### src/rtl/led_seq_defines.svh
// timing, register map and field constants of the indicator sequencer
`ifndef LED_SEQ_DEFINES_SVH
`define LED_SEQ_DEFINES_SVH

`define CLK_MHZ         100
`define TICK_MS         50
`define FLASH_MS        200
`define PAUSE_MS        1000
`define TICK_CYCLES     (`CLK_MHZ * 1000 * `TICK_MS)
`define FLASH_TICKS     (`FLASH_MS / `TICK_MS)
`define PAUSE_TICKS     (`PAUSE_MS / `TICK_MS)
`define BLINK_TICKS     (`FLASH_MS / `TICK_MS)

`define REG_CTRL        32'h0000_0000
`define REG_STAT        32'h0000_0004
`define CTRL_EN_BIT     0
`define CTRL_TEST_BIT   1
`define CTRL_RESET      2'h1
`define FLASH_NONE      2'h0
`define FLASH_ONE       2'h1
`define FLASH_TWO       2'h2
`define FLASH_THREE     2'h3

`endif

### src/rtl/led_seq_pkg.sv
// types shared by the indicator sequencer files
package led_seq_pkg;

    typedef enum logic [1:0] {NODE_IDLE, NODE_PREOP, NODE_OPER, NODE_STOPPED} node_state_t;

    typedef enum logic [2:0] {ERR_NONE, ERR_WARN, ERR_GUARD, ERR_SYNC, ERR_BUSOFF} err_class_t;

    typedef struct packed {
        logic        ctrl_ready;
        logic        autobaud;
        logic        bus_off;
        logic        warn;
        logic        guard;
        logic        sync_err;
        node_state_t node;
    } can_flags_t;

    typedef struct packed {
        logic link;
        logic rate_100;
        logic ip_pending;
    } eth_flags_t;

    typedef struct packed {
        logic power;
        logic can_green;
        logic can_red;
        logic link;
        logic rate;
    } leds_t;

endpackage

### src/rtl/can_status_led_sequencer.sv
// front-panel indicator sequencer with apb control and status
//
// Notes on behaviour
// - the power light comes on first, when peripheral start-up begins after reset.
// - the green run light starts blinking once the CAN controller is initialised.
// - with Ethernet link up the link light is lit and the rate light shows 10 or 100 Mbps.
// - while the IP address is acquired the rate light blinks and Ethernet traffic is held off.
// - both CAN colours dark means a master connection with nothing else to report.
// - bit-rate detection overrides every state and error pattern with flicker.
// - pre-operational blinks green with 200 ms on and 200 ms off.
// - operational holds green steadily on.
// - stopped repeats one green flash then a 1 s dark pause.
// - warning limit repeats one red flash then a 1 s dark pause.
// - a node guarding event repeats two red flashes then a 1 s dark pause.
// - a sync error in operational repeats three red flashes then 1 s dark, green on.
// - bus-off keeps red constantly lit.
// - detection or layer setting flickers red and green alternately in 50 ms steps.
//
// The implementer's own choices: the APB interface to the registers and the placing of the registers.
`timescale 1ns/1ps
`include "led_seq_defines.svh"
module can_status_led_sequencer #(
    parameter int unsigned TICK_CYCLES = `TICK_CYCLES
) (
    input  wire logic                    pclk,
    input  wire logic                    presetn,
    input  wire logic                    psel,
    input  wire logic                    penable,
    input  wire logic                    pwrite,
    input  wire logic [31:0]             paddr,
    input  wire logic [31:0]             pwdata,
    output logic      [31:0]             prdata,
    output logic                         pready,
    output logic                         pslverr,
    input  wire led_seq_pkg::can_flags_t can_flags,
    input  wire led_seq_pkg::eth_flags_t eth_flags,
    output led_seq_pkg::leds_t           leds,
    output logic                         eth_comm_en
);
    localparam logic [2:0] BLINK_LAST = 3'(`BLINK_TICKS - 1);

    typedef enum logic [1:0] {SEQ_OFF, SEQ_POWER, SEQ_READY} seq_t;

    ////////////////////////////////////////////////////////////////////////
    // shared tick and flash pattern engines
    logic                    tick;
    logic                    red_flash;
    logic                    green_flash;
    logic [1:0]              red_count;
    led_seq_pkg::err_class_t err_class;

    tick_gen #(
        .CYCLES (TICK_CYCLES)
    ) u_tick (
        .pclk    (pclk),
        .presetn (presetn),
        .tick    (tick)
    );

    flash_seq u_red (
        .pclk    (pclk),
        .presetn (presetn),
        .tick    (tick),
        .count   (red_count),
        .led     (red_flash)
    );

    flash_seq u_green (
        .pclk    (pclk),
        .presetn (presetn),
        .tick    (tick),
        .count   (`FLASH_ONE),
        .led     (green_flash)
    );

    ////////////////////////////////////////////////////////////////////////
    // error classification
    always_comb begin
        if (can_flags.bus_off) begin
            err_class = led_seq_pkg::ERR_BUSOFF;
        end else if (can_flags.sync_err && can_flags.node == led_seq_pkg::NODE_OPER) begin
            err_class = led_seq_pkg::ERR_SYNC;
        end else if (can_flags.guard) begin
            err_class = led_seq_pkg::ERR_GUARD;
        end else if (can_flags.warn) begin
            err_class = led_seq_pkg::ERR_WARN;
        end else begin
            err_class = led_seq_pkg::ERR_NONE;
        end
        unique case (err_class)
            led_seq_pkg::ERR_SYNC:  red_count = `FLASH_THREE;
            led_seq_pkg::ERR_GUARD: red_count = `FLASH_TWO;
            led_seq_pkg::ERR_WARN:  red_count = `FLASH_ONE;
            default:                red_count = `FLASH_NONE;
        endcase
    end

    ////////////////////////////////////////////////////////////////////////
    // start-up sequence and blink phases
    seq_t       seq_q;
    seq_t       seq_d;
    logic [2:0] bcnt_q;
    logic [2:0] bcnt_d;
    logic       blink_q;
    logic       blink_d;
    logic       flick_q;
    logic       flick_d;

    always_comb begin
        seq_d   = seq_q;
        bcnt_d  = bcnt_q;
        blink_d = blink_q;
        flick_d = flick_q;
        unique case (seq_q)
            SEQ_OFF:   seq_d = SEQ_POWER;
            SEQ_POWER: seq_d = can_flags.ctrl_ready ? SEQ_READY : SEQ_POWER;
            SEQ_READY: seq_d = SEQ_READY;
        endcase
        if (tick) begin
            flick_d = !flick_q;
            bcnt_d  = (bcnt_q == BLINK_LAST) ? 3'h0 : bcnt_q + 3'h1;
            blink_d = (bcnt_q == BLINK_LAST) ? !blink_q : blink_q;
        end
    end

    always_ff @(posedge pclk or negedge presetn) begin
        if (!presetn) begin
            seq_q   <= SEQ_OFF;
            bcnt_q  <= '0;
            blink_q <= 1'b0;
            flick_q <= 1'b0;
        end else begin
            seq_q   <= seq_d;
            bcnt_q  <= bcnt_d;
            blink_q <= blink_d;
            flick_q <= flick_d;
        end
    end

    ////////////////////////////////////////////////////////////////////////
    // indicator outputs
    logic [1:0]         ctrl_q;
    logic [1:0]         ctrl_d;
    led_seq_pkg::leds_t leds_q;
    led_seq_pkg::leds_t leds_d;
    logic               comm_q;
    logic               comm_d;
    logic               live;

    always_comb begin
        live   = (seq_q == SEQ_READY) && ctrl_q[`CTRL_EN_BIT];
        leds_d = '0;
        leds_d.power = (seq_q != SEQ_OFF);
        if (live) begin
            if (can_flags.autobaud) begin
                leds_d.can_red   = flick_q;
                leds_d.can_green = !flick_q;
            end else begin
                leds_d.can_red = (err_class == led_seq_pkg::ERR_BUSOFF) || red_flash;
                unique case (can_flags.node)
                    led_seq_pkg::NODE_PREOP:   leds_d.can_green = blink_q;
                    led_seq_pkg::NODE_OPER:    leds_d.can_green = 1'b1;
                    led_seq_pkg::NODE_STOPPED: leds_d.can_green = green_flash;
                    led_seq_pkg::NODE_IDLE:    leds_d.can_green = 1'b0;
                endcase
            end
            leds_d.link = eth_flags.link;
            leds_d.rate = eth_flags.link &&
                          (eth_flags.ip_pending ? blink_q : eth_flags.rate_100);
        end
        // lamp test overrides everything so a dead lamp is easy to spot
        if (ctrl_q[`CTRL_TEST_BIT]) begin
            leds_d = '1;
        end
        comm_d = eth_flags.link && !eth_flags.ip_pending;
    end

    always_ff @(posedge pclk or negedge presetn) begin
        if (!presetn) begin
            leds_q <= '0;
            comm_q <= 1'b0;
        end else begin
            leds_q <= leds_d;
            comm_q <= comm_d;
        end
    end

    assign leds        = leds_q;
    assign eth_comm_en = comm_q;

    ////////////////////////////////////////////////////////////////////////
    // apb slave, one wait state per transfer
    logic [31:0] prdata_q;
    logic [31:0] prdata_d;
    logic        pready_q;
    logic        pready_d;
    logic        pslverr_q;
    logic        pslverr_d;
    logic        hit_ctrl;
    logic        hit_stat;

    always_comb begin
        hit_ctrl  = (paddr == `REG_CTRL);
        hit_stat  = (paddr == `REG_STAT);
        pready_d  = psel && penable && !pready_q;
        pslverr_d = pready_d && !(hit_ctrl || hit_stat);
        prdata_d  = prdata_q;
        ctrl_d    = ctrl_q;
        if (pready_d && !pwrite) begin
            prdata_d = '0;
            if (hit_ctrl) begin
                prdata_d[1:0] = ctrl_q;
            end else if (hit_stat) begin
                prdata_d[9:0] = {3'(err_class), leds_q, seq_q};
            end
        end
        if (psel && penable && pready_q && pwrite && hit_ctrl) begin
            ctrl_d = pwdata[1:0];
        end
    end

    always_ff @(posedge pclk or negedge presetn) begin
        if (!presetn) begin
            prdata_q  <= '0;
            pready_q  <= 1'b0;
            pslverr_q <= 1'b0;
            ctrl_q    <= `CTRL_RESET;
        end else begin
            prdata_q  <= prdata_d;
            pready_q  <= pready_d;
            pslverr_q <= pslverr_d;
            ctrl_q    <= ctrl_d;
        end
    end

    assign prdata  = prdata_q;
    assign pready  = pready_q;
    assign pslverr = pslverr_q;

    logic norm;
    assign norm = live && !ctrl_q[`CTRL_TEST_BIT] && !can_flags.autobaud;
endmodule

### src/rtl/tick_gen.sv
// prescaler giving one-cycle pattern tick
`timescale 1ns/1ps
`include "led_seq_defines.svh"
module tick_gen #(
    parameter int unsigned CYCLES = `TICK_CYCLES
) (
    input  wire logic pclk,
    input  wire logic presetn,
    output logic      tick
);
    localparam int unsigned W = (CYCLES > 1) ? $clog2(CYCLES) : 1;
    localparam logic [W-1:0] LAST = W'(CYCLES - 1);

    logic [W-1:0] cnt_q;
    logic [W-1:0] cnt_d;
    logic         tick_q;
    logic         tick_d;

    always_comb begin
        tick_d = (cnt_q == LAST);
        cnt_d  = tick_d ? '0 : cnt_q + W'(1);
    end

    always_ff @(posedge pclk or negedge presetn) begin
        if (!presetn) begin
            cnt_q  <= '0;
            tick_q <= 1'b0;
        end else begin
            cnt_q  <= cnt_d;
            tick_q <= tick_d;
        end
    end

    assign tick = tick_q;
endmodule

### src/rtl/flash_seq.sv
// repeating group of n flashes followed by a long dark pause
`timescale 1ns/1ps
`include "led_seq_defines.svh"
module flash_seq #(
    parameter int unsigned FLASH_T = `FLASH_TICKS,
    parameter int unsigned PAUSE_T = `PAUSE_TICKS
) (
    input  wire logic       pclk,
    input  wire logic       presetn,
    input  wire logic       tick,
    input  wire logic [1:0] count,
    output logic            led
);
    localparam logic [4:0] F_LAST = 5'(FLASH_T - 1);
    localparam logic [4:0] P_LAST = 5'(PAUSE_T - 1);

    logic [2:0] slot_q;
    logic [2:0] slot_d;
    logic [4:0] cnt_q;
    logic [4:0] cnt_d;
    logic [1:0] n_q;
    logic [1:0] n_d;
    logic       led_q;
    logic       led_d;
    logic       last;

    // count is latched only at group start so a change never cuts a group
    always_comb begin
        last   = (slot_q == 3'({n_q, 1'b0} - 3'h1));
        slot_d = slot_q;
        cnt_d  = cnt_q;
        n_d    = n_q;
        if (tick) begin
            if (n_q == `FLASH_NONE) begin
                n_d    = count;
                slot_d = '0;
                cnt_d  = '0;
            end else if (cnt_q == (last ? P_LAST : F_LAST)) begin
                cnt_d  = '0;
                slot_d = last ? 3'h0 : slot_q + 3'h1;
                n_d    = last ? count : n_q;
            end else begin
                cnt_d  = cnt_q + 5'h1;
            end
        end
        led_d = (n_d != `FLASH_NONE) && !slot_d[0];
    end

    always_ff @(posedge pclk or negedge presetn) begin
        if (!presetn) begin
            slot_q <= '0;
            cnt_q  <= '0;
            n_q    <= `FLASH_NONE;
            led_q  <= 1'b0;
        end else begin
            slot_q <= slot_d;
            cnt_q  <= cnt_d;
            n_q    <= n_d;
            led_q  <= led_d;
        end
    end

    assign led = led_q;
endmodule

### config.mk
export PLATFORM = sky130hd
export DESIGN_NAME = can_status_led_sequencer
export DESIGN_NICKNAME = d
export VERILOG_FILES = /design/src/rtl/led_seq_pkg.sv /design/src/rtl/can_status_led_sequencer.sv /design/src/rtl/tick_gen.sv /design/src/rtl/flash_seq.sv
export VERILOG_INCLUDE_DIRS = /design/src /design/src/rtl
export SDC_FILE = /design/constraint.sdc
export NUM_CORES = 1
export LEC_CHECK = 0
export BUFFER_PORTS_ARGS = -buffer_cell sky130_fd_sc_hd__clkbuf_2
export CORE_UTILIZATION = 56
export DETAILED_ROUTE_END_ITERATION = 10
export GPL_TIMING_DRIVEN = 0
export PLACE_DENSITY = 0.93
export SLEW_MARGIN = 20
export SYNTH_ARGS = -nofsm -noshare
export SYNTH_HDL_FRONTEND = slang
export SYNTH_SLANG_ARGS = --single-unit
### constraint.sdc
create_clock -name pclk -period 4.7 [get_ports pclk]
set_input_delay 0.235 -clock pclk [delete_from_list [all_inputs] [get_ports pclk]]
set_output_delay 0.235 -clock pclk [all_outputs]
set_load 0.02 [all_outputs]
Word level (Yosys, flattened, before mapping)
Cells that the tools add are included.

Output and inout port bits: 40. Logic and storage cells: 125. Register bits: 73. Input port bits: 80.

Add/sub/neg operators: 8. Eq/ne operators: 16. Reduce and logical (&&, ||, !) cells: 36. Multiplexer cells: 39.

Operators with widths (count): 5-bit two-way mux (7); 32-bit by 3-bit equality test with 1-bit output, second input constant (1); 32-bit logical NOT (1); 3-bit two-way mux (9); 2-bit two-way mux (12); 23-bit by 1-bit adder with 23-bit output, second input constant (1); 23-bit equality test, second input constant (1); 23-bit two-way mux (1); 1-bit logical AND (13); 2-bit one-hot mux with 3 select lines (2); 5-bit by 1-bit adder with 5-bit output, second input constant (2); 5-bit equality test (2); 10-bit two-way mux (1); 2-bit nonzero test (5); 3-bit by 1-bit adder with 3-bit output, second input constant (3); 3-bit by 2-bit equality test with 1-bit output, second input constant (3); 1-bit logical NOT (8); 2-bit logical NOT (4); 8-bit two-way mux (1); 2-bit equality test, second input constant (3); 3-bit equality test (2); 2-bit AND reduction (3); 3-bit by 1-bit subtractor with 3-bit output, second input constant (2); 2-bit by 1-bit equality test with 1-bit output, second input constant (2); 6 further kinds (10).

Longest topological paths before layout
Depth in word-level cells: 12. Mapped depth: 7. Gate-level depth less buffers: 6.

By module
From an unflattened synthesis, not the netlist that was laid out.

Cells, all modules: 398. Area total of the unflattened synthesis: 4053.9 sq um.

By module, submodules not included: flash_seq (cells each 75, seq. area each 275.3 sq um, instances 2, area each 729.4 sq um); can_status_led_sequencer (cells each 140, seq. area each 676.9 sq um, instances 1, area each 1410.1 sq um); tick_gen (cells each 108, seq. area each 600.6 sq um, instances 1, area each 1184.9 sq um).

Worst setup path before layout
Ideal clock, no wire load.

Path type: register -> register. Start: reg u_red.n_q[0]. End: reg u_red.cnt_q[3]. Library setup time: 0.068 ns. Path slack: 2.864 ns. Cell stages (with the launch flop): 7. Required time: 4.632 ns. Path buffers: 0. Period minus slack after synthesis: 1.836 ns. Arrival: 1.768 ns. Path through: dfrtp_1 inv_1 ha_1 xnor2_1 or2_2 a211oi_2 a32o_1.

Cells in the longest elaborated chain, start to end: 6. Elaborated cells between the ends (all ways): 7. Classes of those cells: add/sub (1); eq/ne (2); mux (3); reduce/logical (1).

Ends and longest elaborated chain: from (decl) (line flash_seq.sv:21) `logic [1:0] n_q;`; from (signal assigned) (line flash_seq.sv:53) `` n_q <= `FLASH_NONE; ``; from (signal assigned) (line flash_seq.sv:58) `n_q <= n_d;`; 3-bit by 1-bit subtractor with 3-bit output (line flash_seq.sv:29) `last = (slot_q == 3'({n_q, 1'b0} - 3'h1));`; 3-bit equality test (line flash_seq.sv:29); 5-bit two-way mux (line flash_seq.sv:38) `end else if (cnt_q == (last ? P_LAST : F_LAST)) begin`; 5-bit equality test (line flash_seq.sv:38); 5-bit two-way mux (line flash_seq.sv:38); 5-bit two-way mux (*) (line flash_seq.sv:34) `` if (n_q == `FLASH_NONE) begin ``; to (signal assigned) (line flash_seq.sv:57) `cnt_q <= cnt_d;`; to (decl) (line flash_seq.sv:19) `logic [4:0] cnt_q;`.

Mark *: on every way between the ends. The rest lies on a longest branch, timed or not. A chain may end at the register's enable or synchronous reset.

Final worst setup path
Start: reg u_green.n_q[0]. End: reg u_green.cnt_q[0].

Cells in the longest elaborated chain, start to end: 6. Elaborated cells between the ends (all ways): 7. Classes of those cells: add/sub (1); eq/ne (2); mux (3); reduce/logical (1).

Ends and longest elaborated chain (line): from (decl) (flash_seq.sv:21); from (signal assigned) (flash_seq.sv:53); from (signal assigned) (flash_seq.sv:58); 3-bit by 1-bit subtractor with 3-bit output (flash_seq.sv:29); 3-bit equality test (flash_seq.sv:29); 5-bit two-way mux (flash_seq.sv:38); 5-bit equality test (flash_seq.sv:38); 5-bit two-way mux (flash_seq.sv:38); 5-bit two-way mux (*) (flash_seq.sv:34); to (signal assigned) (flash_seq.sv:57); to (decl) (flash_seq.sv:19).

Marks and branches as above.

==> results.json <==
{
  "tightest_slew_ps": 735,
  "ir_drop_v": 0.000172,
  "cts_resized": 0,
  "critPathTopFamily": "compound AO/OA/AOI/OAI gates",
  "ys_seq_area_share_pct": 46.2,
  "grt_use_total_pct": 23.2,
  "cts_tree": "done",
  "syn_area_um2": 3960,
  "postCtsSetupBuffers": 0,
  "dp_hpwl_mm": 5.95,
  "crit_type": "reg2reg",
  "synth_edf_count": 0,
  "yosys-top-cells-count": "dfrtp_1, nand2_1, buf_4, inv_1, nor2_1",
  "startpoint_type": "flop",
  "timing.fmax_ghz": 0.426,
  "cts_buffers": 9,
  "antenna_found_initial": 0,
  "area_growth_syn_to_layout_pct": 20.0,
  "synth_flop_cell": "dfrtp_1",
  "drive_gt1_share_pct": 27.1,
  "io_buffers": 67,
  "relSlewSlack_pct": 50.4,
  "synth_seq_cells": 73,
  "p_comb_share_pct": 9.5,
  "clockRootBuffer": "clkbuf_8",
  "diodes": 0,
  "grt_pass1_vias": 3083,
  "routabilityCongestion": 0.897,
  "seq_power_share_pct": 49.4,
  "yosys.area.top_type": "dfrtp_1",
  "clk_pin_slew_ps": 70,
  "postRouteAntennaNets": 0,
  "routed_via_density": 5.59,
  "leakage_nw": 2.30,
  "status": "complete, no violations",
  "path_max_fanout": 5,
  "synth.top_cells.by_area": "dfrtp_1, buf_4, ha_1",
  "p_switching_uw": 321,
  "grt_overflow": 0,
  "dr.pass1.iters": 5,
  "async_flop_share_pct": 100,
  "drcViolationCount": 0,
  "initial_core_util_pct": 58.3,
  "rows": 30,
  "fin_nets": 584,
  "hold_viol": 0,
  "finalClockSkew_ps": 7.00,
  "grt_max_degree": 55,
  "syn_area_per_cell_um2": 10.1,
  "drt-initial-drc-count": 199,
  "cts_sinks": 73,
  "worstSkewPairLatency_ps": 350,
  "yosysUniqueCellTypes": 68,
  "p_int_uw": 992,
  "critPathRequiredTime_ps": 4900,
  "routedWlPerCell_um": 13.8,
  "vias": 3320,
  "htreeDepth": 3,
  "maxCapViolations": 0,
  "hold_slack_ps": 59.3,
  "fp.dieW_um": 86.1,
  "top_level_ports": 120,
  "routed_wl_mm": 8.21,
  "chipHeight_um": 86.1,
  "sw_frac_of_total_pct": 24.5,
  "hold_path_class": "in2reg",
  "min_period_over_period_pct": 49.9,
  "critPathBufInv": 1,
  "holdBufCountCts": 1,
  "rsz0062_at_grt": "false",
  "core_um2": 6790,
  "cp-end-kind": "flop",
  "grt_pass1_wl_mm": 13.6,
  "yosysMostFrequentCell": "dfrtp_1",
  "synth_top_cell_area_share_pct": 45.5,
  "arrival_ps": 2550,
  "clk_path_buf_depth": 2,
  "ys_warn_count": 0,
  "finalSetupTns_ps": 0,
  "slew_viol_final": 0,
  "setup_viol": 0,
  "power_density_nw_per_um2": 276,
  "die_area_um2": 7410,
  "crit_chain": "inv_1 -> ha_1 -> xnor2_1 -> nor4_1 -> o311ai_0 -> mux2i_1",
  "critical_path.max_stage_delay_ps": 680,
  "cpMaxStageDelayCell": "o311ai_0",
  "period_needed_ps": 2350,
  "syn_inst": 392,
  "clockPowerShare_pct": 41.2
}
through the flow:
| stage | setup WS (ps) | power, mW | area (um^2) | std cells | util [%] |
|---|---|---|---|---|---|
| after CTS | 2410 | 1.32 | 4750 | 594 | 69.9 |
| final | 2350 | 1.31 | 4750 | 594 | 69.9 |
| after global placement | 2630 | 0.776 | 4490 | 576 | 66.1 |
| after floorplan | 2860 | 0.732 | 4040 | 413 | - |
| after global routing | 2310 | 1.37 | 4750 | 594 | 69.9 |
| after detailed placement | 2450 | 0.784 | 4520 | 577 | 66.6 |
power by group through the flow:
stage          Combinational [mW]  Sequential, mW  Clock, mW
2_1_floorplan              0.0662           0.666          0
3_3_place_gp                0.116           0.660          0
3_5_place_dp                0.124           0.660          0
4_1_cts                     0.125           0.648      0.548
5_1_grt                     0.138           0.649      0.578
6_report                    0.124           0.649      0.541
worst reg2reg max path, cell delays in order, from the launching register on:
cell      delay (ps)
dfrtp_1          480
inv_1             80
ha_1             340
xnor2_1          350
nor4_1           120
o311ai_0         680
mux2i_1          160
flip-flops by register name, indices dropped and copies added, names as in the netlist:
| name | flops |
|---|---|
| u_green.slot_q | 3 |
| blink_q | 1 |
| u_green.led | 1 |
| u_red.led | 1 |
| u_green.cnt_q | 5 |
| prdata | 10 |
| u_red.cnt_q | 5 |
| flick_q | 1 |
| eth_comm_en | 1 |
| bcnt_q | 3 |
| leds | 5 |
| u_red.n_q | 2 |
| u_red.slot_q | 3 |
| seq_q | 2 |
| u_green.n_q | 2 |
| pready | 1 |
| u_tick.cnt_q | 23 |
| u_tick.tick | 1 |
| pslverr | 1 |
| ctrl_q | 2 |
metal layers:
layer / vias to the layer above / global-route usage (%) / share of wire (%)
met5: - / 0 / 0
met4: 0 / 11.2 / 2.5
met3: 29 / 5.29 / 5.3
met2: 125 / 38.7 / 50
met1: 1582 / 28.4 / 42
li1: 1584 / - / -
final timing paths:
kind | startpoint | cells past startpoint | slack (ps) | to
hold / removal | eth_flags[0] | 2 | 60 | eth_comm_en$_DFF_PN0_
setup / recovery | u_green.n_q[0]$_DFF_PN0_ | 6 | 2350 | u_green.cnt_q[0]$_DFFE_PN0P_
hold reg to reg | u_tick.cnt_q[0]$_DFF_PN0_ | 1 | 480 | u_tick.cnt_q[0]$_DFF_PN0_
setup reg to reg | u_green.n_q[0]$_DFF_PN0_ | 6 | 2350 | u_green.cnt_q[0]$_DFFE_PN0P_
min in group asynchronous | presetn | 2 | 330 | u_green.cnt_q[1]$_DFFE_PN0P_
max in group asynchronous | presetn | 3 | 3770 | ctrl_q[0]$_DFFE_PN1P_
cells in the final DEF (no fill, tap or decap), types with 3 or more instances in the layout:
| master | netlist | final |
|---|---|---|
| o31ai_1 | 9 | 9 |
| clkbuf_1 | 7 | 7 |
| clkbuf_2 | 1 | 67 |
| nand2_1 | 34 | 34 |
| nor2_1 | 17 | 17 |
| nand2b_1 | 4 | 4 |
| mux2i_1 | 6 | 6 |
| mux2_2 | 5 | 5 |
| nor2b_1 | 7 | 7 |
| clkbuf_8 | 0 | 9 |
| nor4_1 | 13 | 13 |
| nand4_1 | 13 | 13 |
| conb_1 | 1 | 22 |
| xnor2_1 | 15 | 15 |
| inv_1 | 20 | 20 |
| a31o_2 | 4 | 4 |
| and3_1 | 6 | 6 |
| o21ai_0 | 13 | 13 |
| dfrtp_1 | 72 | 72 |
| xor2_1 | 9 | 9 |
| nand3b_1 | 3 | 3 |
| a21o_1 | 7 | 7 |
| and2_1 | 3 | 3 |
| ha_1 | 11 | 11 |
| nor3_1 | 8 | 8 |
| buf_4 | 22 | 22 |
| or3_1 | 4 | 4 |
| nand3_1 | 14 | 14 |
| a21oi_1 | 11 | 11 |
| or2_2 | 4 | 4 |
cells by family (layout without fill, tap and decap cells):
| logic type | Yosys count | count (layout) | synth area share (%) |
|---|---|---|---|
| flops | 73 | 73 | 46.2 |
| other cells | 1 | 22 | 0.0947 |
| simple gates | 150 | 150 | 21.9 |
| mux | 11 | 11 | 2.94 |
| buf+inv | 53 | 138 | 7.17 |
| compound gates | 69 | 69 | 13.0 |
| xor+xnor | 24 | 24 | 5.31 |
| fa+ha+maj | 11 | 11 | 3.48 |
layout make-up:
cell class	count	area, um^2
buffer	32	205
timing repair buffer	69	375
tap	96	120
clock inverter	7	95.1
clock buffer	9	124
fill	486	2040
multi-input combinational	287	1930
sequential	73	1830
inverter	21	78.8
No activity file was read; power rests on OpenSTA's default activity.
